==> src/chk_pkg.sv <==
// constants and carrier types for the image checksum engine
package chk_pkg;

  // ----------------------------------------------------------------
  // image address map
  // ----------------------------------------------------------------
  localparam logic [23:0] PM_BASE = 24'h000000;
  localparam logic [23:0] ID_BASE = 24'h200000;
  localparam logic [23:0] CFG_BASE = 24'h300000;
  localparam logic [23:0] EE_BASE = 24'hf00000;
  localparam logic [3:0] EE_TOP_NIB = 4'hf;

  // block end addresses of the 32 kbyte, four-block part
  localparam logic [23:0] BOOT_END = 24'h0007ff;
  localparam logic [23:0] BLK0_END = 24'h001fff;
  localparam logic [23:0] BLK1_END = 24'h003fff;
  localparam logic [23:0] BLK2_END = 24'h005fff;
  localparam logic [23:0] BLK3_END = 24'h007fff;
  localparam logic [23:0] PM_END = BLK3_END;

  // ----------------------------------------------------------------
  // configuration bytes and id locations
  // ----------------------------------------------------------------
  localparam int CFG_COUNT = 14;
  localparam logic [3:0] CFG_LAST = 4'hd;
  localparam logic [23:0] ID_LAST = 24'h200007;
  localparam logic [3:0] CP_IDX = 4'h8;
  localparam logic [3:0] CPB_IDX = 4'h9;
  localparam logic [7:0] CP_BLK_MASK = 8'h0f;
  localparam int CPB_BIT = 6;
  localparam logic [15:0] ID_LOW_CLEAR = 16'h0000;

  // per-byte masks, index 0 is the byte at the configuration base
  localparam logic [7:0] CFG_MASK [CFG_COUNT] = '{
    8'h00, 8'hcf, 8'h1f, 8'h1f, 8'h00, 8'h87, 8'hc5,
    8'h00, 8'h0f, 8'hc0, 8'h0f, 8'he0, 8'h0f, 8'h40
  };

  // ----------------------------------------------------------------
  // carrier types
  // ----------------------------------------------------------------
  typedef struct packed {
    logic req;
    logic [23:0] addr;
  } rd_cmd_t;

  typedef struct packed {
    logic ack;
    logic [7:0] data;
  } rd_rsp_t;

endpackage : chk_pkg

==> src/image_checksum.sv <==
// host-side checksum engine reading a device image over a byte read port
//
// Function
// - configuration bytes are fetched from image address 300000h onward.
// - data eeprom lives at image address f00000h and is never fetched here.
// - only the low sixteen bits of the sum are kept; carries are dropped.
// - data eeprom bytes never enter the sum.
// - every 16-bit program word from 000000h to the last block end is added.
// - each configuration byte is anded with its own mask before adding.
// - the id field carries the unprotected sum in its upper half, lower half clear.
// - the id value is program sum plus masked configuration bytes, without id words.
// - id location words are added only when some block is protected.
// - block ends are 0007ff, 001fff, 003fff, 005fff and 007fff.
`timescale 1ns/1ps
module image_checksum
  import chk_pkg::*;
(
  // clock and reset
  input wire logic clk,
  input wire logic sys_rst,
  // control
  input wire logic start,
  output logic busy,
  output logic done,
  // memory read port towards the programming link
  output rd_cmd_t rd_cmd,
  input wire rd_rsp_t rd_rsp,
  // results
  output logic [15:0] checksum,
  output logic [31:0] id_field,
  output logic any_prot
);

  // ----------------------------------------------------------------
  // state
  // ----------------------------------------------------------------
  typedef enum logic [2:0] {S_IDLE, S_CFG, S_PM, S_ID, S_DONE} st_t;

  st_t st_r, st_nxt;
  logic [23:0] addr_r, addr_nxt;
  logic [15:0] acc_r, acc_nxt;
  logic [15:0] pre_r, pre_nxt;
  logic [7:0] lo_r, lo_nxt;
  logic [3:0] idx_r, idx_nxt;
  logic prot_r, prot_nxt;
  logic req_r, req_nxt;
  logic done_r, done_nxt;
  logic busy_r, busy_nxt;
  logic [15:0] sum_r, sum_nxt;
  logic [31:0] idf_r, idf_nxt;
  logic [7:0] cfg_term;
  logic take;
  logic [15:0] word;

  cfg_mask_unit u_mask (
    .idx(idx_r),
    .raw(rd_rsp.data),
    .masked(cfg_term)
  );

  assign take = req_r && rd_rsp.ack;
  assign word = {rd_rsp.data, lo_r};

  // ----------------------------------------------------------------
  // sequencer
  // ----------------------------------------------------------------
  always_comb begin
    st_nxt = st_r;
    addr_nxt = addr_r;
    acc_nxt = acc_r;
    pre_nxt = pre_r;
    lo_nxt = lo_r;
    idx_nxt = idx_r;
    prot_nxt = prot_r;
    req_nxt = req_r;
    done_nxt = done_r;
    busy_nxt = busy_r;
    sum_nxt = sum_r;
    idf_nxt = idf_r;
    case (st_r)
      S_IDLE, S_DONE: begin
        if (start) begin
          acc_nxt = 16'h0000;
          pre_nxt = 16'h0000;
          prot_nxt = 1'b0;
          idx_nxt = 4'h0;
          addr_nxt = CFG_BASE;
          req_nxt = 1'b1;
          done_nxt = 1'b0;
          busy_nxt = 1'b1;
          st_nxt = S_CFG;
        end
      end
      S_CFG: begin
        // configuration is fetched first so protection is known before id words
        if (take) begin
          acc_nxt = 16'(acc_r + {8'h00, cfg_term});
          pre_nxt = 16'(pre_r + {8'h00, cfg_term});
          // unimplemented protect bits read as ones and so look unprotected
          if (idx_r == CP_IDX &&
              (rd_resp_data_and(rd_rsp.data) != CP_BLK_MASK)) begin
            prot_nxt = 1'b1;
          end
          if (idx_r == CPB_IDX && !rd_rsp.data[CPB_BIT]) begin
            prot_nxt = 1'b1;
          end
          if (idx_r == CFG_LAST) begin
            addr_nxt = PM_BASE;
            st_nxt = S_PM;
          end else begin
            idx_nxt = 4'(idx_r + 4'h1);
            addr_nxt = 24'(addr_r + 24'h1);
          end
        end
      end
      S_PM: begin
        if (take) begin
          if (!addr_r[0]) begin
            lo_nxt = rd_rsp.data;
          end else begin
            // protected blocks arrive as zero words and change nothing
            acc_nxt = 16'(acc_r + word);
            pre_nxt = 16'(pre_r + word);
          end
          if (addr_r == PM_END) begin
            if (prot_r) begin
              addr_nxt = ID_BASE;
              st_nxt = S_ID;
            end else begin
              req_nxt = 1'b0;
              busy_nxt = 1'b0;
              done_nxt = 1'b1;
              sum_nxt = 16'(acc_r + word);
              idf_nxt = {16'(pre_r + word), ID_LOW_CLEAR};
              st_nxt = S_DONE;
            end
          end else begin
            addr_nxt = 24'(addr_r + 24'h1);
          end
        end
      end
      S_ID: begin
        if (take) begin
          if (!addr_r[0]) begin
            lo_nxt = rd_rsp.data;
          end else begin
            acc_nxt = 16'(acc_r + word);
          end
          if (addr_r == ID_LAST) begin
            req_nxt = 1'b0;
            busy_nxt = 1'b0;
            done_nxt = 1'b1;
            sum_nxt = 16'(acc_r + word);
            idf_nxt = {pre_r, ID_LOW_CLEAR};
            st_nxt = S_DONE;
          end else begin
            addr_nxt = 24'(addr_r + 24'h1);
          end
        end
      end
      default: begin
        st_nxt = S_IDLE;
        req_nxt = 1'b0;
        busy_nxt = 1'b0;
      end
    endcase
  end

  function automatic logic [7:0] rd_resp_data_and(input logic [7:0] d);
    rd_resp_data_and = d & CP_BLK_MASK;
  endfunction : rd_resp_data_and

  always_ff @(posedge clk) begin
    if (sys_rst) begin
      st_r <= S_IDLE;
      addr_r <= 24'h000000;
      acc_r <= 16'h0000;
      pre_r <= 16'h0000;
      lo_r <= 8'h00;
      idx_r <= 4'h0;
      prot_r <= 1'b0;
      req_r <= 1'b0;
      done_r <= 1'b0;
      busy_r <= 1'b0;
      sum_r <= 16'h0000;
      idf_r <= 32'h00000000;
    end else begin
      st_r <= st_nxt;
      addr_r <= addr_nxt;
      acc_r <= acc_nxt;
      pre_r <= pre_nxt;
      lo_r <= lo_nxt;
      idx_r <= idx_nxt;
      prot_r <= prot_nxt;
      req_r <= req_nxt;
      done_r <= done_nxt;
      busy_r <= busy_nxt;
      sum_r <= sum_nxt;
      idf_r <= idf_nxt;
    end
  end

  // ----------------------------------------------------------------
  // outputs
  // ----------------------------------------------------------------
  assign rd_cmd.req = req_r;
  assign rd_cmd.addr = addr_r;
  assign busy = busy_r;
  assign done = done_r;
  assign checksum = sum_r;
  assign id_field = idf_r;
  assign any_prot = prot_r;
endmodule : image_checksum

==> src/cfg_mask_unit.sv <==
// masks one configuration byte by its position
`timescale 1ns/1ps
module cfg_mask_unit
  import chk_pkg::*;
(
  // selection
  input wire logic [3:0] idx,
  input wire logic [7:0] raw,
  // result
  output logic [7:0] masked
);

  logic [7:0] term [CFG_COUNT];

  // one term per mask entry; only the selected entry is non-zero
  genvar i;
  generate
    for (i = 0; i < CFG_COUNT; i++) begin : g_mask
      assign term[i] = (idx == 4'(i)) ? (raw & CFG_MASK[i]) : 8'h00;
    end
  endgenerate

  always_comb begin
    masked = 8'h00;
    for (int k = 0; k < CFG_COUNT; k++) begin
      masked = masked | term[k];
    end
  end

endmodule : cfg_mask_unit

==> config.mk <==
export PLATFORM = sky130hd
export DESIGN_NAME = image_checksum
export DESIGN_NICKNAME = d
export VERILOG_FILES = /design/src/chk_pkg.sv /design/src/image_checksum.sv /design/src/cfg_mask_unit.sv
export SDC_FILE = /design/constraint.sdc
export NUM_CORES = 1
export LEC_CHECK = 0
export BUFFER_PORTS_ARGS = -buffer_cell sky130_fd_sc_hd__buf_2
export CORE_MARGIN = 2
export CORE_UTILIZATION = 34
export CTS_CLUSTER_DIAMETER = 50
export DETAILED_ROUTE_END_ITERATION = 10
export GPL_TIMING_DRIVEN = 0
export HOLD_SLACK_MARGIN = 0.15
export PLACE_DENSITY = 0.51
export SLEW_MARGIN = 5
export SYNTH_ARGS = -nofsm -noshare
export SYNTH_HDL_FRONTEND = slang
export SYNTH_SLANG_ARGS = --single-unit
==> constraint.sdc <==
create_clock -name clk -period 4.63 [get_ports clk]
set_input_delay 0.926 -clock clk [delete_from_list [all_inputs] [get_ports clk]]
set_output_delay 0.926 -clock clk [all_outputs]
set_load 0.05 [all_outputs]
==> run metrics, run 1 <==
DRC Markers 0; Syn. warnings 0; Buffers on Ports 70; DIE HEIGHT 151.2 um; Leak 3.507 nW; RSZ-0062 raised after global routing no; top-area cell type share of the netlist area 0.2881; most used routing layer met2; setup TNS 0 ns; Worst setup EP type flip-flop; Seq/Total Area, Yosys 0.2881; first drt pass iteration count 5; Max FO, Critical Path 9; via/cell ratio 5.364; ANT nets after route 0; Slew headroom 0.3215; Avg WL per Cell 18.78 um; Worst Path Required 4.86 ns; Hold Vio Cnt, Final 0; Sinks on Clock Net 106; critical path arrival 4.31 ns; Synth async-reset ratio 0; layout cells sized above 1 0.1268; post_cts resized 0; HP Class reg -> reg; area grow syn2layout 14.29%; Mapped Cells 956; critical path class reg -> reg; cell family with most CP delay compound AO/OA/AOI/OAI gates; initial antenna violation count 0; # nets final ~1.1k; CP bufs+invs 2; Post-synth EDFFs 0; Reg2Reg Setup Slack 0.55 ns; die area 22850 um2; vias 7145; vias in the first global route 6659; DP Worst Slack 0.4581 ns; Post-Syn Area per Cell 7.704 um2; top_reg_cell synth dfxtp_1; M2 GR Usage 0.3593; cell repeated most along the worst path nor2_1; met1 Use GR 0.3079; Setup Buffers After CTS 0; post-synthesis register bit count 106; ant diodes 0; largest net degree at the start of global routing 22; all-layer global routing usage 0.2227; maxcap violations 0; final period utilization 0.8807; most frequent cells in the layout nor2_1 (125), nand2_1 (106), dfxtp_1 (106); non-filler cells, final 1332; Final HPWL DP between 15000 and 20000 um; leading area contributor after synthesis dfxtp_1; top cells by area, synth dfxtp_1 (29%), ha_1 (8.7%), nor2_1 (6.4%); Worst-path clk slew 0.09 ns; CTS H-tree lvls 3; # rows 53; Routability Congestion about 0.9; worst setup margin 0.5526 ns; Worst-Margin Slew 1.014 ns; total gr overflow 0; most common cell after layout, fill and taps aside nor2_1; drt total wl about 25000 um; pwr/cell area 370.4 nW/um2; Slew Viols, Final 0; Synth Cell Area 7365 um2; met3 usage 0.03404; worst-path cell chain ha_1, clkbuf_1, nor2_1, nor2_1, nor2_1, o21ai_0, nor2_1, nor2b_1, ha_1, inv_1, fa_1, nor2b_1, o21ai_0, a21boi_1, o21ai_0, nor3_1, xor2_1, a221oi_1, nor3_1; first-pass GRT wire length approximately 38000 um; outcome finished clean; fin crit period 4.077 ns; CTS tree built; Setup crit start kind flip-flop; Slowest cell on crit path dfxtp_1; CTS root buf clkbuf_16; CTS max path bufs 2; final setup vio count 0; Filler cells 2246; clock latency on the worst-skew pair roughly 0.37 ns; DR iter-0 viols 455; Max stage delay on crit path approximately 0.44 ns; Final Skew 0.01206 ns; Core Area 21150 um2; initial core utilization 0.3481; VDD IR-drop max 220.4 uV; CTS hold repair buffers 0; WHS 0.4527 ns; Die X 151.2 um; CTS Buf Count 9; Distinct cells, synth 71; Peak Freq 245.3 MHz; Ports slightly below 90; Inst Count DP approximately 1.3k
==> cell type report <==
cell class                      instances  area (um2)  area share
Multi-Input combinational cell        790        4928      0.5856
Sequential cell                       106        2122      0.2521
Timing Repair Buffer                   70       350.3     0.04162
Tap cell                              275       344.1     0.04088
Buffer                                 60       314.1     0.03731
Clock buffer                            9       225.2     0.02676
Clock inverter                          7       76.32    0.009068
Inverter                               15       56.30    0.006689
==> sequential cells by signal, summed over array words and instances, names as in the netlist <==
register / count
done: 1
pre_r: 16
any_prot: 1
st_r: 3
acc_r: 16
checksum: 16
busy: 1
lo_r: 8
addr_r: 24
id_field: 16
idx_r: 4
==> cells by family (layout without fill, tap and decap cells) <==
group,count (synthesis),in the layout,share of synthesized area
xor gates and xnor gates,56,56,0.06660
adders and majority gates,55,55,0.09752
other,1,16,0.0005092
muxes,6,6,0.008155
and+or+nand+nor,379,379,0.2452
DFF,106,106,0.2881
AOI/OAI and AO/OA,278,278,0.2436
buffers and inverters,75,161,0.05029
==> metal layers <==
metal | part of all wire | wire (um)
met3 | 0.044 | 1094
met4 | 0.022 | 544
met5 | 0 | 0
met2 | 0.45 | 11310
met1 | 0.48 | 12060
==> where the power goes <==
part	total [W]	switching, W	internal [W]	leakage [nW]
Clock	0.000821	0.000435	0.000386	0.147
Combinational	0.00119	0.000783	0.000407	2.50
Sequential	0.00111	0.000111	0.000995	0.859
Total	0.00312	0.00133	0.00179	3.51
==> Yosys cell counts (all sizes together), types with 5 or more instances <==
cell and instances:
a211oi 24, a21o 17, a21oi 85, a221oi 12
a22oi 13, a31oi 7, and2 8, buf 27
clkbuf 33, dfxtp 106, ha 51, inv 15
mux2i 6, nand2 106, nand2b 5, nand3 18
nand4 14, nor2 126, nor2b 18, nor3 39
nor3b 5, o211ai 7, o21a 10, o21ai 60
o21bai 5, or2 7, or4 6, xnor2 28
xor2 28
==> through the flow <==
stage / power (W) / util / cell area [um2]
6_report: 0.003118 / 0.3979 / 8417
5_1_grt: 0.003322 / 0.3979 / 8417
4_1_cts: 0.003125 / 0.3979 / 8417
3_5_place_dp: 0.002298 / 0.3836 / 8115
3_3_place_gp: 0.002302 / 0.3836 / 8115
2_1_floorplan: 0.001975 / - / 7421
==> path summary, 6_finish.rpt <==
path                from     endpoint  cells after the start
max             idx_r[0]    pre_r[14]                     19
min          checksum[6]  checksum[6]                      2
max reg2reg     idx_r[0]    pre_r[14]                     19
min reg2reg  checksum[6]  checksum[6]                      2
==> tightest hold or removal path, stage by stage, from the launching register on <==
cell,delay (ns)
dfxtp_1,0.31
nand2_1,0.05
a21oi_1,0.05
Note: power is estimated with default switching activity, not from simulation.
==> inputs of run 2 (changes only) <==
--- a/config.mk
+++ b/config.mk
@@ -8,6 +8,7 @@
 export BUFFER_PORTS_ARGS = -buffer_cell sky130_fd_sc_hd__buf_2
 export CORE_MARGIN = 2
 export CORE_UTILIZATION = 34
+export CTS_BUF_LIST = sky130_fd_sc_hd__clkbuf_2
 export CTS_CLUSTER_DIAMETER = 50
 export DETAILED_ROUTE_END_ITERATION = 10
 export GPL_TIMING_DRIVEN = 0
==> run 2 against run 1 <==
  * Global-route usage fell by 0.11 points
  * Non-clock buffer count did not move
  * Largest cell class unchanged
  * Total power fell by 10%
  * Cell count barely moved
  * Largest power group unchanged
  * Via count rose by 0.38%
  * Cell area fell by 2.1%
  * Routed wire length barely moved
  * Critical endpoint unchanged
  * Critical path type unchanged
  * Clock-buffer cell count did not move
  * Clock power fell by 40%
  * Clock skew rose by 0.029 ns
==> run metrics, run 2 (synthesis gave the netlist of run 1 again) <==
initial antenna violation count 1 (was 0); Routability Congestion 0.9072 (unchanged); Final Skew 0.04148 ns (was 0.01206 ns); vias in the first global route 6630 (was 6659); Comb power frac 0.426 (was 0.382); total gr overflow 0 (unchanged); Max FO, Critical Path 9 (unchanged); max FFs per register 24 (unchanged); fin crit period 4.172 ns (was 4.077 ns); largest net degree at the start of global routing 22 (unchanged); total power draw 0.002798 W (was 0.003118 W); cell repeated most along the worst path nor2_1 (unchanged); Net Sw Frac 0.4636 (was 0.4266); all-layer global routing usage 0.2216 (was 0.2227); Worst setup EP type flip-flop (unchanged); Final HPWL DP 18960 um (unchanged); maxcap violations 0 (unchanged); Largest Register addr_r (unchanged); Psw 0.001297 W (was 0.001330 W); RSZ-0062 raised after global routing no (unchanged); Met2 Routed Length 11400 um (was 11310 um); Worst-path clk slew 0.37 ns (was 0.09 ns); final period utilization 0.9012 (was 0.8807); worst-path cell chain ha_1, clkbuf_1, nor2_1, nor2_1, nor2_1, o21ai_0, nor2_1, nor2b_1, ha_1, inv_1, fa_1, nor2b_1, o21ai_0, a21boi_1, o21ai_0, nor3_1, xor2_1, a221oi_1, nor3_1 (unchanged); # nets final 1119 (unchanged); VDD IR-drop max 213.6 uV (was 220.4 uV); first-pass GRT wire length 38470 um (was 38450 um); Filler cells 2265 (was 2246); Slew headroom 0.2909 (was 0.3215); Sinks on Clock Net 106 (unchanged); CTS tree built (unchanged); Ports 88 (unchanged); initial core utilization 0.3481 (unchanged); Reg area 2122 um2 (unchanged); layout cells sized above 1 0.1268 (unchanged); multi-input combinational cell area 4928 um2 (unchanged); setup TNS 0 ns (unchanged); CTS root buf clkbuf_2 (was clkbuf_16); Pint 0.001501 W (was 0.001788 W); critical path arrival 4.77 ns (was 4.31 ns); ANT nets after route 0 (unchanged); die area 22850 um2 (unchanged); # rows 53 (unchanged); HP Class reg -> reg (unchanged); CTS H-tree lvls 3 (unchanged); Slowest cell on crit path dfxtp_1 (unchanged); met3 wire length 968 um (was 1094 um); via/cell ratio 5.380 (was 5.364); DR iter-0 viols 393 (was 455); Slew Viols, Final 0 (unchanged); vias 7172 (was 7145); final setup vio count 0 (unchanged); CP bufs+invs 2 (unchanged); drt total wl 25010 um (was 25020 um); pwr/cell area 339.6 nW/um2 (was 370.4 nW/um2); DIE HEIGHT 151.2 um (unchanged); cell family with most CP delay compound AO/OA/AOI/OAI gates (unchanged); highest routed layer met4 (unchanged); Hold Vio Cnt, Final 0 (unchanged); Buffers on Ports 70 (unchanged); Worst-Margin Slew 1.060 ns (was 1.014 ns); most common cell after layout, fill and taps aside nor2_1 (unchanged); Routed met1 length 12200 um (was 12060 um); Worst Path Required 5.23 ns (was 4.86 ns); Avg WL per Cell 18.76 um (was 18.78 um); Die X 151.2 um (unchanged); clock latency on the worst-skew pair 0.69 ns (was 0.37 ns); first drt pass iteration count 5 (unchanged); CTS hold repair buffers 0 (unchanged); Max stage delay on crit path 0.51 ns (was 0.44 ns); area grow syn2layout 11.88% (was 14.29%); Clock power frac 0.176 (was 0.263); Core Area 21150 um2 (unchanged); CTS Buf Count 9 (unchanged); Leak 3.433 nW (was 3.507 nW); Peak Freq 239.7 MHz (was 245.3 MHz); outcome finished clean (unchanged); DRC Markers 0 (unchanged); most frequent cells in the layout nor2_1 (125), nand2_1 (106), dfxtp_1 (106) (unchanged); critical path class reg -> reg (unchanged); sequential power share 0.397 (was 0.355); CTS max path bufs 2 (unchanged); Setup crit start kind flip-flop (unchanged)
-- run 2: cell count changes in the layout (fill, tap and decap cells not counted), sizes merged --
cell   previous run  this run
diode             0         1
-- run 2: worst paths after layout --
kind	start	to	slack, ns	cells after the start
setup / recovery	idx_r[0]	pre_r[14]	0.46	19
setup reg to reg	idx_r[0]	pre_r[14]	0.46	19
hold reg to reg	checksum[4]	checksum[4]	0.47	2
hold / removal	checksum[4]	checksum[4]	0.47	2
-- run 2: through the flow --
stage	hold slack [ns]	setup WS [ns]	instances	util	area [um2]
2_1_floorplan	0.4739	1.196	971	-	7421
3_3_place_gp	0.4385	0.5325	1316	0.3836	8115
3_5_place_dp	0.4429	0.4581	1316	0.3836	8115
4_1_cts	0.4668	0.3906	1332	0.3894	8237
5_1_grt	0.4532	0.08657	1333	0.3895	8239
6_report	0.4661	0.4576	1333	0.3895	8239
-- run 2: cell type report --
cell class | instances | share of cell area
tap | 275 | 0.04176
sequential | 106 | 0.2576
clock inverter | 7 | 0.009263
timing repair buffer | 70 | 0.04252
clock buffer | 9 | 0.005467
multi-input combinational | 790 | 0.5982
buffer | 60 | 0.03812
inverter | 15 | 0.006834
antenna | 1 | 0.0003037
-- run 2: power groups by stage --
stage	clock network [W]	registers, W	logic (W)
6_report	0.000493	0.00111	0.00119
5_1_grt	0.000553	0.00113	0.00131
3_5_place_dp	0	0.00113	0.00117
2_1_floorplan	0	0.00115	0.000822
4_1_cts	0.000511	0.00111	0.00118
3_3_place_gp	0	0.00113	0.00117
-- run 2: worst reg2reg max path, stage by stage, from the launching register on --
cell,delay [ns]
dfxtp_1,0.51
ha_1,0.17
clkbuf_1,0.29
nor2_1,0.10
nor2_1,0.10
nor2_1,0.05
o21ai_0,0.32
nor2_1,0.12
nor2b_1,0.19
ha_1,0.23
inv_1,0.07
fa_1,0.41
nor2b_1,0.12
o21ai_0,0.11
a21boi_1,0.27
o21ai_0,0.29
nor3_1,0.29
xor2_1,0.09
a221oi_1,0.27
nor3_1,0.08
-- run 2: metal layers --
metal  up-vias  track usage
li1       3624            -
met1      3347       0.3100
met2       170       0.3618
met3        31      0.02440
met4         0      0.06168
met5         -            0
-- run 2: timing repair --
| action | 4_1_cts | 5_1_grt |
|---|---|---|
| buffers inserted | 0 | 0 |
| endpoints found under the setup margin | 0 | 1 |
| gates resized for setup | 0 | 1 |
==> inputs of run 3 (changes only) <==
--- a/config.mk
+++ b/config.mk
@@ -13,8 +13,9 @@
 export DETAILED_ROUTE_END_ITERATION = 10
 export GPL_TIMING_DRIVEN = 0
 export HOLD_SLACK_MARGIN = 0.15
-export PLACE_DENSITY = 0.51
+export PLACE_DENSITY = 0.53
 export SLEW_MARGIN = 5
 export SYNTH_ARGS = -nofsm -noshare
 export SYNTH_HDL_FRONTEND = slang
+export SYNTH_HIERARCHICAL = 1
 export SYNTH_SLANG_ARGS = --single-unit
==> constraint.sdc (replaced) <==
create_clock -name clk -period 3.5 [get_ports clk]
set_input_delay 0.7 -clock clk [delete_from_list [all_inputs] [get_ports clk]]
set_output_delay 0.7 -clock clk [all_outputs]
set_load 0.05 [all_outputs]
==> run 3 against run 2 <==
  * Flip-flop and latch count stayed put
  * First-iteration DRC count is 61% higher
  * Core utilization hardly changed
  * Cell area is 3.4% higher
  * Hold slack worse by 0.062 ns
  * Routed wire length is 3.3% higher
  * Via count is 4.3% higher
  * Clock-buffer cell count stayed put
  * Die area is 3.2% higher
  * Critical path type unchanged
  * Critical endpoint is now acc_r[14]
  * Largest power group unchanged
  * Highest routed layer unchanged
==> run metrics, run 3 <==
Post-synth EDFFs 0 (unchanged); RSZ-0062 raised after global routing no (unchanged); hold_sp rd_rsp[4] (was checksum[4]); Setup crit start idx_r[3] (was idx_r[0]); Worst Path Required 4.13 ns (was 5.23 ns); CTS hold repair buffers 0 (unchanged); top_reg_cell synth dfxtp_1 (unchanged); first-pass GRT wire length 40090 um (was 38470 um); Slew headroom 0.3665 (was 0.2909); outcome finished clean (unchanged); initial antenna violation count 2 (was 1); largest net degree at the start of global routing 17 (was 22); leading area contributor after synthesis dfxtp_1 (unchanged); final period utilization 0.9606 (was 0.9012); HP Class in -> reg (was reg -> reg); Post-synth top cells nor2_1 (131), dfxtp_1 (106), nand2_1 (98) (was nor2_1 (125), dfxtp_1 (106), nand2_1 (106)); DRC Markers 0 (unchanged); Avg WL per Cell 19.00 um (was 18.76 um); Slowest cell on crit path or4_1 (was dfxtp_1); CTS max path bufs 2 (unchanged); Placed Area 8372 um2 (was 8115 um2); Hold Vio Cnt, Final 0 (unchanged); worst-path cell chain buf_4, nor3_1, a21oi_2, o211a_1, ha_1, inv_1, fa_1, and2b_1, o2111ai_1, and4b_4, or2_1, or4_1, nand3_1, a221o_1 (was ha_1, clkbuf_1, nor2_1, nor2_1, nor2_1, o21ai_0, nor2_1, nor2b_1, ha_1, inv_1, fa_1, nor2b_1, o21ai_0, a21boi_1, o21ai_0, nor3_1, xor2_1, a221oi_1, nor3_1); Synth Cell Area 7610 um2 (was 7365 um2); Filler cells 2370 (was 2265); Distinct cells, synth 84 (was 71); Core Area 21890 um2 (was 21150 um2); CTS root buf clkbuf_2 (unchanged); Worst setup EP type flip-flop (unchanged); Setup crit start kind flip-flop (unchanged); Final HPWL DP 19640 um (was 18960 um); Sinks on Clock Net 106 (unchanged); Routability Congestion 0.9195 (was 0.9072); vias in the first global route 6908 (was 6630); Setup Buffers After CTS 0 (unchanged); most common cell after layout, fill and taps aside nor2_1 (unchanged); Slew Viols, Final 0 (unchanged); count leader, synth nor2_1 (unchanged); DIE HEIGHT 153.6 um (was 151.2 um); most frequent cells in the layout nor2_1 (131), dfxtp_1 (103), nand2_1 (98) (was nor2_1 (125), nand2_1 (106), dfxtp_1 (106)); Seq/Total Area, Yosys 0.2789 (was 0.2881); Syn. warnings 6 (was 0); Leak 3.437 nW (was 3.433 nW); clock latency on the worst-skew pair 0.66 ns (was 0.69 ns); Reg area 2131 um2 (was 2122 um2); first drt pass iteration count 5 (unchanged); critical path class reg -> reg (unchanged); ANT nets after route 0 (unchanged); multi-input combinational cell area 5100 um2 (was 4928 um2); Largest Register addr_r (unchanged); initial core utilization 0.3476 (was 0.3481); fin crit period 3.362 ns (was 4.172 ns); # nets final 1140 (was 1119); # rows 54 (was 53); total gr overflow 0 (unchanged); area grow syn2layout 12.00% (was 11.88%); Worst-path clk slew 0.33 ns (was 0.37 ns); critical path arrival 3.99 ns (was 4.77 ns); maxcap violations 0 (unchanged); worst r2r src idx_r[3] (was idx_r[0]); via/cell ratio 5.501 (was 5.380); Mapped Cells 977 (was 956); pwr/cell area 436.4 nW/um2 (was 339.6 nW/um2); max FFs per register 24 (unchanged); VDD IR-drop max 139.4 uV (was 213.6 uV); CTS H-tree lvls 3 (unchanged); CTS Buf Count 9 (unchanged); CTS tree built (unchanged); Post-Syn Area per Cell 7.789 um2 (was 7.704 um2); final setup vio count 0 (unchanged); all-layer global routing usage 0.2175 (was 0.2216); Peak Freq 297.4 MHz (was 239.7 MHz); layout cells sized above 1 0.1464 (was 0.1268); Die X 153.6 um (was 151.2 um); vias 7482 (was 7172); Final Skew 0.05648 ns (was 0.04148 ns); drt total wl 25840 um (was 25010 um); setup TNS 0 ns (unchanged); top-area cell type share of the netlist area 0.2789 (was 0.2881); Buffers on Ports 71 (was 70); post-layout instance area 8523 um2 (was 8239 um2); Ports 88 (unchanged); Worst-Margin Slew 0.9451 ns (was 1.060 ns); post-synthesis register bit count 106 (unchanged); Max FO, Critical Path 10 (was 9); die area 23590 um2 (was 22850 um2); DR iter-0 viols 634 (was 393); Synth async-reset ratio 0 (unchanged); Max stage delay on crit path 0.47 ns (was 0.51 ns); top cells by area, synth dfxtp_1 (28%), ha_1 (8.2%), nor2_1 (6.5%) (was dfxtp_1 (29%), ha_1 (8.7%), nor2_1 (6.4%))
==> run 3: worst max-delay path: cells and delay by family, from the launching register on <==
kind | cells | cell delay, ns
fa+ha+maj | 2 | 0.59
compound gates | 4 | 0.68
simple gates | 6 | 1.38
buf+inv | 2 | 0.22
flops | 1 | 0.45
==> run 3: layer usage <==
| metal | track usage | share of wire |
|---|---|---|
| met1 | 0.3009 | 0.47 |
| met4 | 0.06422 | 0.025 |
| met3 | 0.04932 | 0.070 |
| met5 | 0 | 0 |
| met2 | 0.3384 | 0.44 |
==> run 3: final cells by class <==
type                    count  share of cell area
well taps                 280             0.04110
clock inverters             7            0.009836
repair buffers             71             0.04169
plain buffers              64             0.04419
inverters                  21            0.009248
flip-flops and latches    106              0.2500
diodes                      1           0.0002936
multi-input cells         801              0.5984
clock buffers               9            0.005285
==> run 3: cells by family (layout without fill, tap and decap cells) <==
kind of cell	after synthesis	after routing	synth area share
xor gates and xnor gates	56	56	0.06445
AOI/OAI and AO/OA	260	260	0.2286
muxes	14	14	0.01858
adders and majority gates	54	54	0.09273
DFF	106	106	0.2789
and+or+nand+nor	401	401	0.2565
buffers and inverters	85	172	0.05985
other	1	17	0.0004928
==> run 3: path summary, 6_finish.rpt <==
| kind | endpoint | slack [ns] | cells past startpoint |
|---|---|---|---|
| worst max-delay path | acc_r[14] | 0.14 | 14 |
| worst min-delay path | lo_r[4] | 0.40 | 3 |
| worst min register to register | checksum[2] | 0.47 | 2 |
| worst max register to register | acc_r[14] | 0.14 | 14 |
==> run 3: power by group <==
part / switching [W] / internal, W
combinational: 0.00108 / 0.000532
clock: 0.000453 / 0.000229
sequential: 0.000124 / 0.00130
==> run 3: repair_timing <==
item,in CTS,in global routing
endpoints found under the setup margin,1,4
resized for setup,2,6
pin swaps,1,1
==> run 3: metrics by stage <==
stage	util	hold slack (ns)	power (W)	worst slack, ns	instances
after detailed placement	0.3824	0.4431	0.003037	-0.004221	1343
after global placement	0.3824	0.4366	0.003037	-0.01253	1343
after CTS	0.3887	0.3688	0.003722	0.02740	1359
after global routing	0.3893	0.3747	0.003955	0.005164	1360
after floorplan	-	0.4891	0.002594	0.4849	992
final	0.3893	0.4036	0.003719	0.1378	1360
